--- src/inc/wwdg_pkg.sv ---
// Purpose: shared constants and decode helpers of the window watchdog
// Assumes: one 20 MHz clock; one oscillator cycle per clk cycle
// Notes:   register map sits on AHB-Lite, one 32-bit word per register
package wwdg_pkg;

    // register byte offsets
    localparam logic [7:0] CTRL_OFFSET   = 8'h00;
    localparam logic [7:0] WINDOW_OFFSET = 8'h04;
    localparam logic [7:0] CONFIG_OFFSET = 8'h08;
    localparam logic [7:0] STATUS_OFFSET = 8'h0C;

    // values after reset
    localparam logic [7:0] CTRL_RESET    = 8'h7F;
    localparam logic [6:0] WINDOW_RESET  = 7'h7F;
    localparam logic [4:0] CONFIG_RESET  = 5'h00;

    // field positions
    localparam int ACTIVATE_BIT    = 7;
    localparam int TOP_BIT         = 6;
    localparam int CFG_HW_BIT      = 0;
    localparam int CFG_HALTRST_BIT = 1;
    localparam int CFG_TB_LSB      = 2;
    localparam int CFG_WAKE_BIT    = 4;
    localparam int ST_WINDOW_BIT   = 0;
    localparam int ST_TIMEOUT_BIT  = 1;
    localparam int ST_SOFT_BIT     = 2;
    localparam int ST_HALT_BIT     = 3;
    localparam int ST_HALTED_BIT   = 4;
    localparam int ST_PULSE_BIT    = 5;

    // timing
    localparam int CLK_PERIOD_NS      = 50;
    localparam int RESET_PULSE_NS     = 30000;
    localparam int RESET_PULSE_CYCLES =
        (RESET_PULSE_NS / CLK_PERIOD_NS < 1) ? 1
                                             : RESET_PULSE_NS / CLK_PERIOD_NS;
    localparam int PRESCALE_DEFAULT   = 16384;
    localparam int WAKE_SHORT_CYCLES  = 256;
    localparam int WAKE_LONG_CYCLES   = 4096;
    localparam int LSB_SCALE          = 64;
    localparam int MIN_BASE           = 128;
    localparam int SHORT_BASE         = 192;

    localparam logic [1:0] HTRANS_NONSEQ = 2'b10;

    typedef enum logic [1:0] {
        RUN       = 2'b00,
        HALT_ONE  = 2'b01,
        HALTED    = 2'b10,
        WAKE_WAIT = 2'b11
    } halt_state_type;

    // timebase select to correction constants
    function automatic logic [5:0] msbOf(input logic [1:0] tb);
        case (tb)
            2'b00:   msbOf = 6'd4;
            2'b01:   msbOf = 6'd8;
            2'b10:   msbOf = 6'd20;
            default: msbOf = 6'd49;
        endcase
    endfunction

    function automatic logic [5:0] lsbOf(input logic [1:0] tb);
        case (tb)
            2'b00:   lsbOf = 6'd59;
            2'b01:   lsbOf = 6'd53;
            2'b10:   lsbOf = 6'd35;
            default: lsbOf = 6'd54;
        endcase
    endfunction

endpackage

--- src/verilog/window_watchdog.sv ---
// Purpose: window watchdog with AHB-Lite register access
// Assumes: halt and wake strobes come from logic on clk
// Notes:   wdgResetN is the reset pin request; srst returns from the system
//
// Register access over AHB-Lite and the register addresses were decided locally.
`timescale 1ns/10ps
// Operation
// counter steps down once per 16384 oscillator cycles, hidden prescaler
// active watchdog pulls reset pin low ~30us when counter drops to 3Fh
// refresh while counter above window limit triggers reset
// software refreshes only between window limit and 3Fh, regularly
// software writes only C0h to FFh to the control register
// software option: off after reset, activation bit enables until reset
// hardware option: always active, activation bit ignored
// counter keeps decrementing even when watchdog inactive
// write with activation set and top bit clear resets at once
// active with halt-reset option: halt request causes reset
// six low counter bits set timeout length in 64 steps
// first decrement after write comes (LSB+128)*64 to 16384 cycles later
// timebase bits pick MSB/LSB: 4/59, 8/53, 20/35, 49/54
// software refreshes counter just before halting
// every control write must set the counter top bit
// control register resets to 7Fh
// after halt wake, counting resumes after 256 or 4096 cycles
// window check uses pre-write counter, only while active
module window_watchdog
    import wwdg_pkg::*;
#(
    parameter int PRESCALE = PRESCALE_DEFAULT
) (
    input  wire logic        clk,
    input  wire logic        srst,
    input  wire logic        hsel,
    input  wire logic [31:0] haddr,
    input  wire logic [1:0]  htrans,
    input  wire logic        hwrite,
    input  wire logic [2:0]  hsize,
    input  wire logic [31:0] hwdata,
    input  wire logic        hready,
    output logic [31:0]      hrdata,
    output logic             hreadyout,
    output logic             hresp,
    input  wire logic        haltRequest,
    input  wire logic        wakeEvent,
    output logic             wdgResetN,
    output logic             watchdogActive
);
    localparam logic [9:0]  PULSE_LEN = 10'(RESET_PULSE_CYCLES - 1);
    localparam logic [11:0] WAKE_SHORT_LEN = 12'(WAKE_SHORT_CYCLES - 1);
    localparam logic [11:0] WAKE_LONG_LEN = 12'(WAKE_LONG_CYCLES - 1);

    // register state
    logic [7:0]     watchdogControl;
    logic [6:0]     windowLimit;
    logic [4:0]     cfgReg;
    logic [3:0]     cause;
    logic           hwLatched;

    // bus data phase state
    logic           dataWrite;
    logic [7:0]     dataAddr;

    // timing state
    logic [6:0]     shortAcc;
    logic [9:0]     pulseCount;
    logic           pulseActive;
    logic [11:0]    wakeCount;
    halt_state_type haltState;
    halt_state_type next_haltState;

    // decoded configuration
    wire logic [1:0]  timebase = cfgReg[CFG_TB_LSB +: 2];
    wire logic [5:0]  msbVal = msbOf(timebase);
    wire logic [5:0]  lsbVal = lsbOf(timebase);
    wire logic        haltResetOpt = cfgReg[CFG_HALTRST_BIT];
    wire logic        hwOption = hwLatched;
    wire logic [6:0]  counter = watchdogControl[6:0];

    // least first period and R13 short period, both in cycles minus one
    wire logic [13:0] minFirst =
        14'(({8'h00, lsbVal} + 14'(MIN_BASE)) * 14'(LSB_SCALE) - 14'd1);
    wire logic [13:0] shortLen =
        14'(({8'h00, lsbVal} + 14'(SHORT_BASE)) * 14'(LSB_SCALE) - 14'd1);

    // activity: hardware option forces it, else the sticky bit
    wire logic active = hwOption || watchdogControl[ACTIVATE_BIT];

    // address phase capture
    wire logic addrValid = hsel && hready && (htrans == HTRANS_NONSEQ);
    wire logic readSel = addrValid && !hwrite;

    // data phase decode, if/else chain kept in one assignment each
    wire logic wrCtrl   = dataWrite && (dataAddr == CTRL_OFFSET);
    wire logic wrWindow = dataWrite && (dataAddr == WINDOW_OFFSET);
    wire logic wrConfig = dataWrite && (dataAddr == CONFIG_OFFSET);
    wire logic wrStatus = dataWrite && (dataAddr == STATUS_OFFSET);

    // reset causes from a control write
    wire logic newActivate = hwOption || watchdogControl[ACTIVATE_BIT]
                             || hwdata[ACTIVATE_BIT];
    wire logic softTrig = wrCtrl && newActivate
                          && !hwdata[TOP_BIT];
    wire logic windowTrig = wrCtrl && active
                            && (counter > windowLimit);

    // prescaler pacing and counter stepping
    wire logic prescRun = (haltState == RUN) || (haltState == HALT_ONE);
    wire logic tick;
    wire logic [6:0] accSum = shortAcc + 7'd4;
    wire logic nextShort = (accSum >= {1'b0, msbVal});
    wire logic stepDown = tick && !wrCtrl;
    wire logic timeoutTrig = stepDown && active
                             && (counter == 7'h40);

    // halt handling
    wire logic haltTrig = haltRequest && active && haltResetOpt
                          && (haltState == RUN);
    wire logic haltEnter = haltRequest && !haltTrig && (haltState == RUN);

    wire logic anyTrig = softTrig || windowTrig || timeoutTrig || haltTrig;

    // read mux for address phase
    logic [31:0] readValue;
    always_comb begin
        readValue = 32'h0000_0000;
        if (haddr[7:0] == CTRL_OFFSET) begin
            readValue[7:0] = watchdogControl;
        end else if (haddr[7:0] == WINDOW_OFFSET) begin
            readValue[6:0] = windowLimit;
        end else if (haddr[7:0] == CONFIG_OFFSET) begin
            readValue[4:0] = cfgReg;
            readValue[CFG_HW_BIT] = hwLatched;
        end else if (haddr[7:0] == STATUS_OFFSET) begin
            readValue[3:0] = cause;
            readValue[ST_HALTED_BIT] = (haltState != RUN);
            readValue[ST_PULSE_BIT] = pulseActive;
        end
    end

    // zero wait state slave, always OKAY
    assign hreadyout = 1'b1;
    assign hresp = 1'b0;
    assign watchdogActive = active;

    wdg_prescaler #(
        .PRESCALE (PRESCALE)
    ) prescaler (
        .clk       (clk),
        .srst      (srst),
        .run       (prescRun),
        .reload    (wrCtrl),
        .nextShort (nextShort),
        .minFirst  (minFirst),
        .shortLen  (shortLen),
        .tick      (tick)
    );

    // bus phase pipeline; read data registered at the address phase
    always_ff @(posedge clk) begin
        if (srst) begin
            dataWrite <= 1'b0;
            dataAddr <= 8'h00;
            hrdata <= 32'h0000_0000;
        end else begin
            dataWrite <= addrValid && hwrite;
            dataAddr <= haddr[7:0];
            if (readSel) begin
                hrdata <= readValue;
            end
        end
    end

    // control register: write wins over the step, which is then skipped
    always_ff @(posedge clk) begin
        if (srst) begin
            watchdogControl <= CTRL_RESET;
        end else if (wrCtrl) begin
            watchdogControl[6:0] <= hwdata[6:0];
            watchdogControl[ACTIVATE_BIT] <=
                watchdogControl[ACTIVATE_BIT] || hwdata[ACTIVATE_BIT];
        end else if (stepDown) begin
            watchdogControl[6:0] <= counter - 7'd1;
        end
    end

    // window limit and configuration
    always_ff @(posedge clk) begin
        if (srst) begin
            windowLimit <= WINDOW_RESET;
            cfgReg <= CONFIG_RESET;
            hwLatched <= CONFIG_RESET[CFG_HW_BIT];
        end else begin
            if (wrWindow) begin
                windowLimit <= hwdata[6:0];
            end
            if (wrConfig) begin
                cfgReg <= hwdata[4:0];
            end
            // hardware option can be chosen but not withdrawn by a write; only srst clears it
            if (wrConfig && hwdata[CFG_HW_BIT]) begin
                hwLatched <= 1'b1;
            end
        end
    end

    // short-period accumulator: one short period per MSB/4 steps
    always_ff @(posedge clk) begin
        if (srst || wrCtrl) begin
            shortAcc <= 7'h00;
        end else if (stepDown) begin
            shortAcc <= nextShort ? 7'(accSum - {1'b0, msbVal}) : accSum;
        end
    end

    // sticky causes, write one to clear; a new event beats the clear
    always_ff @(posedge clk) begin
        if (srst) begin
            cause <= 4'h0;
        end else begin
            cause[ST_WINDOW_BIT] <= windowTrig
                || (cause[ST_WINDOW_BIT] && !(wrStatus
                    && hwdata[ST_WINDOW_BIT]));
            cause[ST_TIMEOUT_BIT] <= timeoutTrig
                || (cause[ST_TIMEOUT_BIT] && !(wrStatus
                    && hwdata[ST_TIMEOUT_BIT]));
            cause[ST_SOFT_BIT] <= softTrig
                || (cause[ST_SOFT_BIT] && !(wrStatus
                    && hwdata[ST_SOFT_BIT]));
            cause[ST_HALT_BIT] <= haltTrig
                || (cause[ST_HALT_BIT] && !(wrStatus
                    && hwdata[ST_HALT_BIT]));
        end
    end

    // reset pin pulse; later triggers inside the pulse merge into it
    always_ff @(posedge clk) begin
        if (srst) begin
            pulseActive <= 1'b0;
            pulseCount <= 10'h000;
            wdgResetN <= 1'b1;
        end else if (anyTrig && !pulseActive) begin
            pulseActive <= 1'b1;
            pulseCount <= PULSE_LEN;
            wdgResetN <= 1'b0;
        end else if (pulseActive && pulseCount == 10'h000) begin
            pulseActive <= 1'b0;
            wdgResetN <= 1'b1;
        end else if (pulseActive) begin
            pulseCount <= pulseCount - 10'h001;
        end
    end

    // halt sequence: one more step, freeze, then delayed restart
    always_comb begin
        next_haltState = haltState;
        case (haltState)
            RUN: begin
                if (haltEnter) begin
                    next_haltState = HALT_ONE;
                end
            end
            HALT_ONE: begin
                if (wakeEvent) begin
                    next_haltState = WAKE_WAIT;
                end else if (tick) begin
                    next_haltState = HALTED;
                end
            end
            HALTED: begin
                if (wakeEvent) begin
                    next_haltState = WAKE_WAIT;
                end
            end
            default: begin
                if (wakeCount == 12'h000) begin
                    next_haltState = RUN;
                end
            end
        endcase
    end

    // wake delay counter loaded on the wake event
    always_ff @(posedge clk) begin
        if (srst) begin
            haltState <= RUN;
            wakeCount <= 12'h000;
        end else begin
            haltState <= next_haltState;
            if (haltState != WAKE_WAIT && next_haltState == WAKE_WAIT) begin
                wakeCount <= cfgReg[CFG_WAKE_BIT] ? WAKE_LONG_LEN
                                                  : WAKE_SHORT_LEN;
            end else if (haltState == WAKE_WAIT) begin
                wakeCount <= wakeCount - 12'h001;
            end
        end
    end

    // unused AHB attributes: only whole-word singles are expected
    wire logic unusedBits = ^{haddr[31:8], hsize};
endmodule

--- src/verilog/wdg_prescaler.sv ---
// Purpose: oscillator prescaler that paces counter decrements
// Assumes: every clk cycle is one oscillator cycle
// Notes:   phase is hidden from software; a reload only lengthens it
`timescale 1ns/10ps
module wdg_prescaler
    import wwdg_pkg::*;
#(
    parameter int PRESCALE = PRESCALE_DEFAULT
) (
    input  wire logic        clk,
    input  wire logic        srst,
    input  wire logic        run,
    input  wire logic        reload,
    input  wire logic        nextShort,
    input  wire logic [13:0] minFirst,
    input  wire logic [13:0] shortLen,
    output logic             tick
);
    localparam logic [13:0] LONG_LEN = 14'(PRESCALE - 1);

    logic [13:0] remain;

    // tick when the last cycle of a period elapses
    assign tick = run && (remain == 14'h0000);

    // a write pushes the phase out to the least first period
    always_ff @(posedge clk) begin
        if (srst) begin
            remain <= LONG_LEN;
        end else if (reload && remain < minFirst) begin
            remain <= minFirst;
        end else if (tick) begin
            remain <= nextShort ? shortLen : LONG_LEN;
        end else if (run) begin
            remain <= remain - 14'h0001;
        end
    end
endmodule

--- config.mk ---
export PLATFORM = sky130hd
export DESIGN_NAME = window_watchdog
export DESIGN_NICKNAME = d
export VERILOG_FILES = /design/src/inc/wwdg_pkg.sv /design/src/verilog/window_watchdog.sv /design/src/verilog/wdg_prescaler.sv
export SDC_FILE = /design/constraint.sdc
export NUM_CORES = 1
export LEC_CHECK = 0
export BUFFER_PORTS_ARGS = -buffer_cell sky130_fd_sc_hd__buf_2
export CAP_MARGIN = 5
export CORE_MARGIN = 5
export CORE_UTILIZATION = 35
export CTS_CLUSTER_SIZE = 40
export DETAILED_ROUTE_END_ITERATION = 12
export HOLD_SLACK_MARGIN = 0.03
export RECOVER_POWER = 25
export SYNTH_ARGS = -nofsm -noshare
export SYNTH_HDL_FRONTEND = slang
export SYNTH_SLANG_ARGS = --single-unit
--- constraint.sdc ---
create_clock -name clk -period 2.55 [get_ports clk]
set_input_delay 0.51 -clock clk [delete_from_list [all_inputs] [get_ports clk]]
set_output_delay 0.51 -clock clk [all_outputs]
set_load 0.02 [all_outputs]
* After elaboration in Yosys (flattened, before gate mapping) *
Index checks and enable logic that the tools add are counted.

storage, ports and cells
  register bits after elaboration = 89
  latch bits = 0
  bits in writable memories = 0
  bits in read-only memories = 0
  output and inout port bits = 36
  word-level logic and storage cells = 150
  memories kept = 0

cells by class
  $add $sub $neg = 10
  multipliers = 0
  div/mod/pow operators = 0
  $lt $le $gt $ge = 3
  equal/unequal tests = 16
  shift operators = 0
  multiplexer cells = 32
  bitwise logic cells = 1
  reduce and logical (&&, ||, !) cells = 71

operators with widths
  kind                     count
  $mux W14                 4
  $sub A14 B1 Y14 const B  3
  $mux W12                 3
  $logic_and A1 B1 Y1      34
  $eq A8 B4 Y1 const B     4
  $mux W10                 3
  $mux W7                  4
  $pmux W6 S3              1
  $add A6 B8 Y8 const B    2
  $eq A8 B3 Y1 const B     2
  $logic_not A8 Y1         2
  $pmux W5 S3              1
  $logic_not A14 Y1        1
  $lt A14 B14 Y1           1
  $logic_not A12 Y1        1
  $logic_or A1 B1 Y1       12
  $mux W6                  2
  $sub A12 B1 Y12 const B  1
  $eq A2 B2 Y1 const B     5
  $logic_not A10 Y1        1
  $mux W2                  5
  $reduce_bool A2 Y1       5
  $sub A10 B1 Y10 const B  1
  $logic_not A1 Y1         9
  other kinds (16)         26

* Longest topological paths before layout *
  word-level depth = 12
  depth in mapped cells = 11
  gate-level depth less buffers = 10

* Hierarchy *
A second synthesis with hierarchy kept.

second synthesis, totals
  cells, all modules = 666
  area, all modules = 5516.5 µm²

modules (own cells, without submodules)
  module           times used  cells each  area each (µm²)
  window_watchdog  1           476         4060.1
  wdg_prescaler    1           190         1456.4

* Least setup slack after synthesis *
Ideal clock, no wire load.

  kind = register to register
  start point = register shortAcc[2]
  end point = register prescaler.remain[7]
  arrival = 2506 ps
  required time = 2428 ps
  slack = -78 ps
  cell stages (with the launch flop) = 11
  path buffers = 1
  clock period less this slack = 2628 ps
  cell sequence = dfxtp_1 ha_1 buf_1 xor2_1 ha_1 o21ai_0 nor2b_1 o31ai_1 a32o_2 nand2_1 a221o_1

on the way
  word-level cells in the longest chain between the ends = 5

RTL lines
  what                    RTL line                RTL
  from (decl)             window_watchdog.sv:64   logic [6:0] shortAcc;
  from (signal assigned)  window_watchdog.sv:211  shortAcc <= nextShort ? 7'(accSum - {1'b0, msbVal}) : accSum;
  $add A7 B3 Y7           window_watchdog.sv:109  wire logic [6:0] accSum = shortAcc + 7'd4;
  $ge A7 B6 Y1            window_watchdog.sv:110  wire logic nextShort = (accSum >= {1'b0, msbVal});
  $mux W14                wdg_prescaler.sv:33     remain <= nextShort ? shortLen : LONG_LEN;
  $mux W14                wdg_prescaler.sv:32     end else if (tick) begin
  $mux W14                wdg_prescaler.sv:30     end else if (reload && remain < minFirst) begin
  to (signal assigned)    wdg_prescaler.sv:31     remain <= minFirst;
  to (signal assigned)    wdg_prescaler.sv:33
  to (signal assigned)    wdg_prescaler.sv:35     remain <= remain - 14'h0001;
  to (decl)               wdg_prescaler.sv:21     logic [13:0] remain;

No other way between the ends.
A chain may end at the register's enable or synchronous reset.

* Final worst setup path *
  start point = register shortAcc[2]
  end point = register shortAcc[1]

on the way
  word-level cells in the longest chain between the ends = 3

RTL lines
  what           RTL line
  $add A7 B3 Y7  window_watchdog.sv:109
  $ge A7 B6 Y1   window_watchdog.sv:110
  $mux W7        window_watchdog.sv:211

No other way between the ends.

==> results.cfg <==
[synth]
netlist_instances = 626
synth_compound_area_share_pct = 19.65
avgSynthCellArea_um2 = 8.251
synth_area_leaders = dfxtp_1, ha_1, o21ai_0, buf_4, nand2_1
synth_common_cells = dfxtp_1, nand2_1, nor2_1, o21ai_0, inv_1
ys_ff_latch = 88
synth_top_family_by_area = simple AND/OR/NAND/NOR gates
ys_warn_count = 0
ys_seq_area_share_pct = 34.11
synth_ff_type = dfxtp_1
synth-simple-area-share_pct = 23.43
ys_types = 69
synth_edf_count = 0
synth_top_cell_by_area = dfxtp_1
synth_xor_xnor_area_share_pct = 3.561
yosysTopAreaCellShare_pct = 34.11
synth.most_common_cell = dfxtp_1
ys_async_sr_fraction_pct = 0
synth_fa_ha_area_share_pct = 6.298
synthMuxAreaShare_pct = 4.142
syn_area_um2 = 5165

[setup_path]
r2r_cells = 9
worstSetupEndpointType = flop
crit_path_end = shortAcc[1]$_SDFFE_PP0P_
r2r-end = shortAcc[1]$_SDFFE_PP0P_
critPathKind = reg -> reg
cp_slowest_cell = a221oi_4
cp_max_fo = 5
r2r_setup_slack_ps = 80
critical-path-max-stage-delay_ps = 360
critical_path_arrival_ps = 2750
cp.required_ps = 2840
r2r-start = shortAcc[2]$_SDFFE_PP0N_
start_kind = flop
cp-startpoint = shortAcc[2]$_SDFFE_PP0N_
crit_top_cell = ha_1
worstPathCellList = ha_1, xor2_1, ha_1, and4_1, a221oi_4, o31ai_4, nand3_1, mux2_2, nor2_1

[timing]
fin_tns_setup_ps = 0
max_clock_freq_mhz = 405.5
rsz0062_at_grt = true
period_needed_ps = 2466
worstMarginPinSlew_ps = 1127
hold_viol_final = 0
final.setup_skew_ps = 7.570
whs_ps = 387.2
slew_violations = 0
period_share_pct = 96.71
worst_slew_margin_rel_pct = 24.86
setup_ws_ps = 83.97
setup_viol = 0

[cells_and_area]
num_antenna_cells = 0
drive_above_1_share_pct = 15.32
fin_cells = 863
n_fill_cell = 1470
final_nets = 776
syn_to_final_growth_pct = 15.55

[global_routing]
grt_max_degree = 51
antenna_found_initial = 0
grt.total_usage_pct = 15.25
grt_pass1_vias = 4628
grt_pass1_wl_um = 22250
overflow = 0

[floorplanning]
die_area_um2 = 17290
initial_core_util_pct = 35.67
die_x_um = 131.5
chipHeight_um = 131.5
rows = 44
core_area_um2 = 14480
ios = 112

[placement]
post-dp-hpwl_um = 9917
globalplace.congestion = 0.9121
post-place-ws_ps = 61.02
dp_cells = 845
io_buffers = 34

[routing]
avgRoutedWirePerCell_um = 15.42
finalWirelength_um = 13310
antenna_left = 0
drtPass1Iterations = 5
drc_errors = 0
vias = 4660
drt_iter0_drc = 347
vias_per_cell = 5.400

[cts]
cts_tree = done
clk_pin_slew_ps = 60
clock-sinks = 88
cts_buffer_depth = 2
clock_latency_ps = 350
cts_buffers = 9
htreeDepth = 3
root_buffer = clkbuf_16

[power]
switching_share_pct = 25.63
vdd_ir_drop_max_v = 0.0003197
power_density_nw_per_um2 = 553.3
internal_power_mw = 2.456
p_seq_share_pct = 44.6
combPwrFrac_pct = 11.6
p_sw_mw = 0.8464
clkPwrFrac_pct = 43.8
power_mw = 3.302
power.leakage_nw = 2.439

[hold_path]
hold_path_class = in -> reg

[flow_run]
maxCapViolCount = 0

[status]
outcome = finished, final reports clean
[repair_timing]
item	in CTS	in global routing
setup buffers	0	2
endpoints found under the setup margin	0	26
gates resized for setup	0	12
hold buffers	0	0
[power groups by stage]
| stage | registers [mW] | clock network (mW) | logic (mW) |
|---|---|---|---|
| floorplan | 1.49 | 0 | 0.307 |
| global placement | 1.50 | 0 | 0.373 |
| detailed placement | 1.50 | 0 | 0.382 |
| CTS | 1.47 | 1.48 | 0.384 |
| global route | 1.48 | 1.54 | 0.433 |
| finish | 1.47 | 1.45 | 0.383 |
[sequential cells by signal, summed over array words and instances, names as in the netlist]
| name | count |
|---|---|
| haltState | 2 |
| wakeCount | 12 |
| prescaler.remain | 14 |
| hrdata | 8 |
| hwLatched | 1 |
| cause | 4 |
| wdgResetN | 1 |
| dataAddr | 8 |
| windowLimit | 7 |
| shortAcc | 7 |
| cfgReg | 4 |
| pulseActive | 1 |
| dataWrite | 1 |
| watchdogControl | 8 |
| pulseCount | 10 |
[worst max-delay path, delay by kind of cell, from the launching register on]
kind | cells | cell delay, ps
adder cells (fa/ha/maj) | 2 | 570
AO/OA/AOI/OAI | 2 | 530
AND/OR/NAND/NOR | 3 | 480
multiplexers | 1 | 350
flip-flops | 1 | 340
XOR/XNOR | 1 | 150
[routing by layer]
metal  vias to the layer above  global-route usage, %  part of all wire, %
met3                        28                  2.714                  4.9
li1                       2287                      -                    -
met5                         -                      0                    0
met4                         0                  6.514                  2.4
met1                      2209                  19.30                   45
met2                       136                  25.51                   47
[area by class of cell]
cell class,instances,area (um2),share of cell area (%)
Multi-Input combinational cell,471,3119,52.26
Sequential cell,88,1763,29.54
Timing Repair Buffer,66,391.6,6.562
Clock buffer,11,242.7,4.067
Tap cell,184,230.2,3.857
Inverter,38,142.6,2.390
Clock inverter,5,78.83,1.321
[worst min-delay path by stage]
stage | slack, ps | end | start | cells past startpoint
after floorplan | 430 | wakeCount[6]$_SDFFE_PP0P_ | wakeCount[6]$_SDFFE_PP0P_ | 1
after global placement | 450 | wakeCount[6]$_SDFFE_PP0P_ | wakeCount[6]$_SDFFE_PP0P_ | 1
after detailed placement | 460 | wakeCount[6]$_SDFFE_PP0P_ | wakeCount[6]$_SDFFE_PP0P_ | 1
after CTS | 380 | windowLimit[5]$_SDFFE_PP1P_ | hwdata[5] | 3
after global routing | 400 | dataAddr[7]$_SDFF_PP0_ | haddr[7] | 2
final | 390 | windowLimit[5]$_SDFFE_PP1P_ | hwdata[5] | 3
[through the flow]
step / cell area (um2) / utilization (%)
floorplan: 5264 / -
global placement: 5584 / 38.57
detailed placement: 5584 / 38.57
CTS: 5906 / 40.79
global route: 5968 / 41.22
finish: 5968 / 41.22
[cell usage in the layout (no fill, tap or decap), types with 10 or more instances in the layout]
cell / n
inv_1: 38
nor2_1: 47
o21ai_0: 44
o211ai_1: 10
clkbuf_1: 12
nand3_1: 21
buf_4: 30
a21oi_1: 34
or3_1: 11
dfxtp_1: 87
ha_1: 26
nor3_1: 20
xnor2_1: 12
buf_2: 24
nor2b_1: 15
a211oi_1: 11
nand2_1: 49
conb_1: 27
[cells by family after synthesis]
kind of cell,count (synthesis)
and+or+nand+nor,226
adders and majority gates,26
buffers and inverters,92
DFF,88
AOI/OAI and AO/OA,155
other,2
muxes,16
xor gates and xnor gates,21
Note: power is estimated with default switching activity, not from simulation.
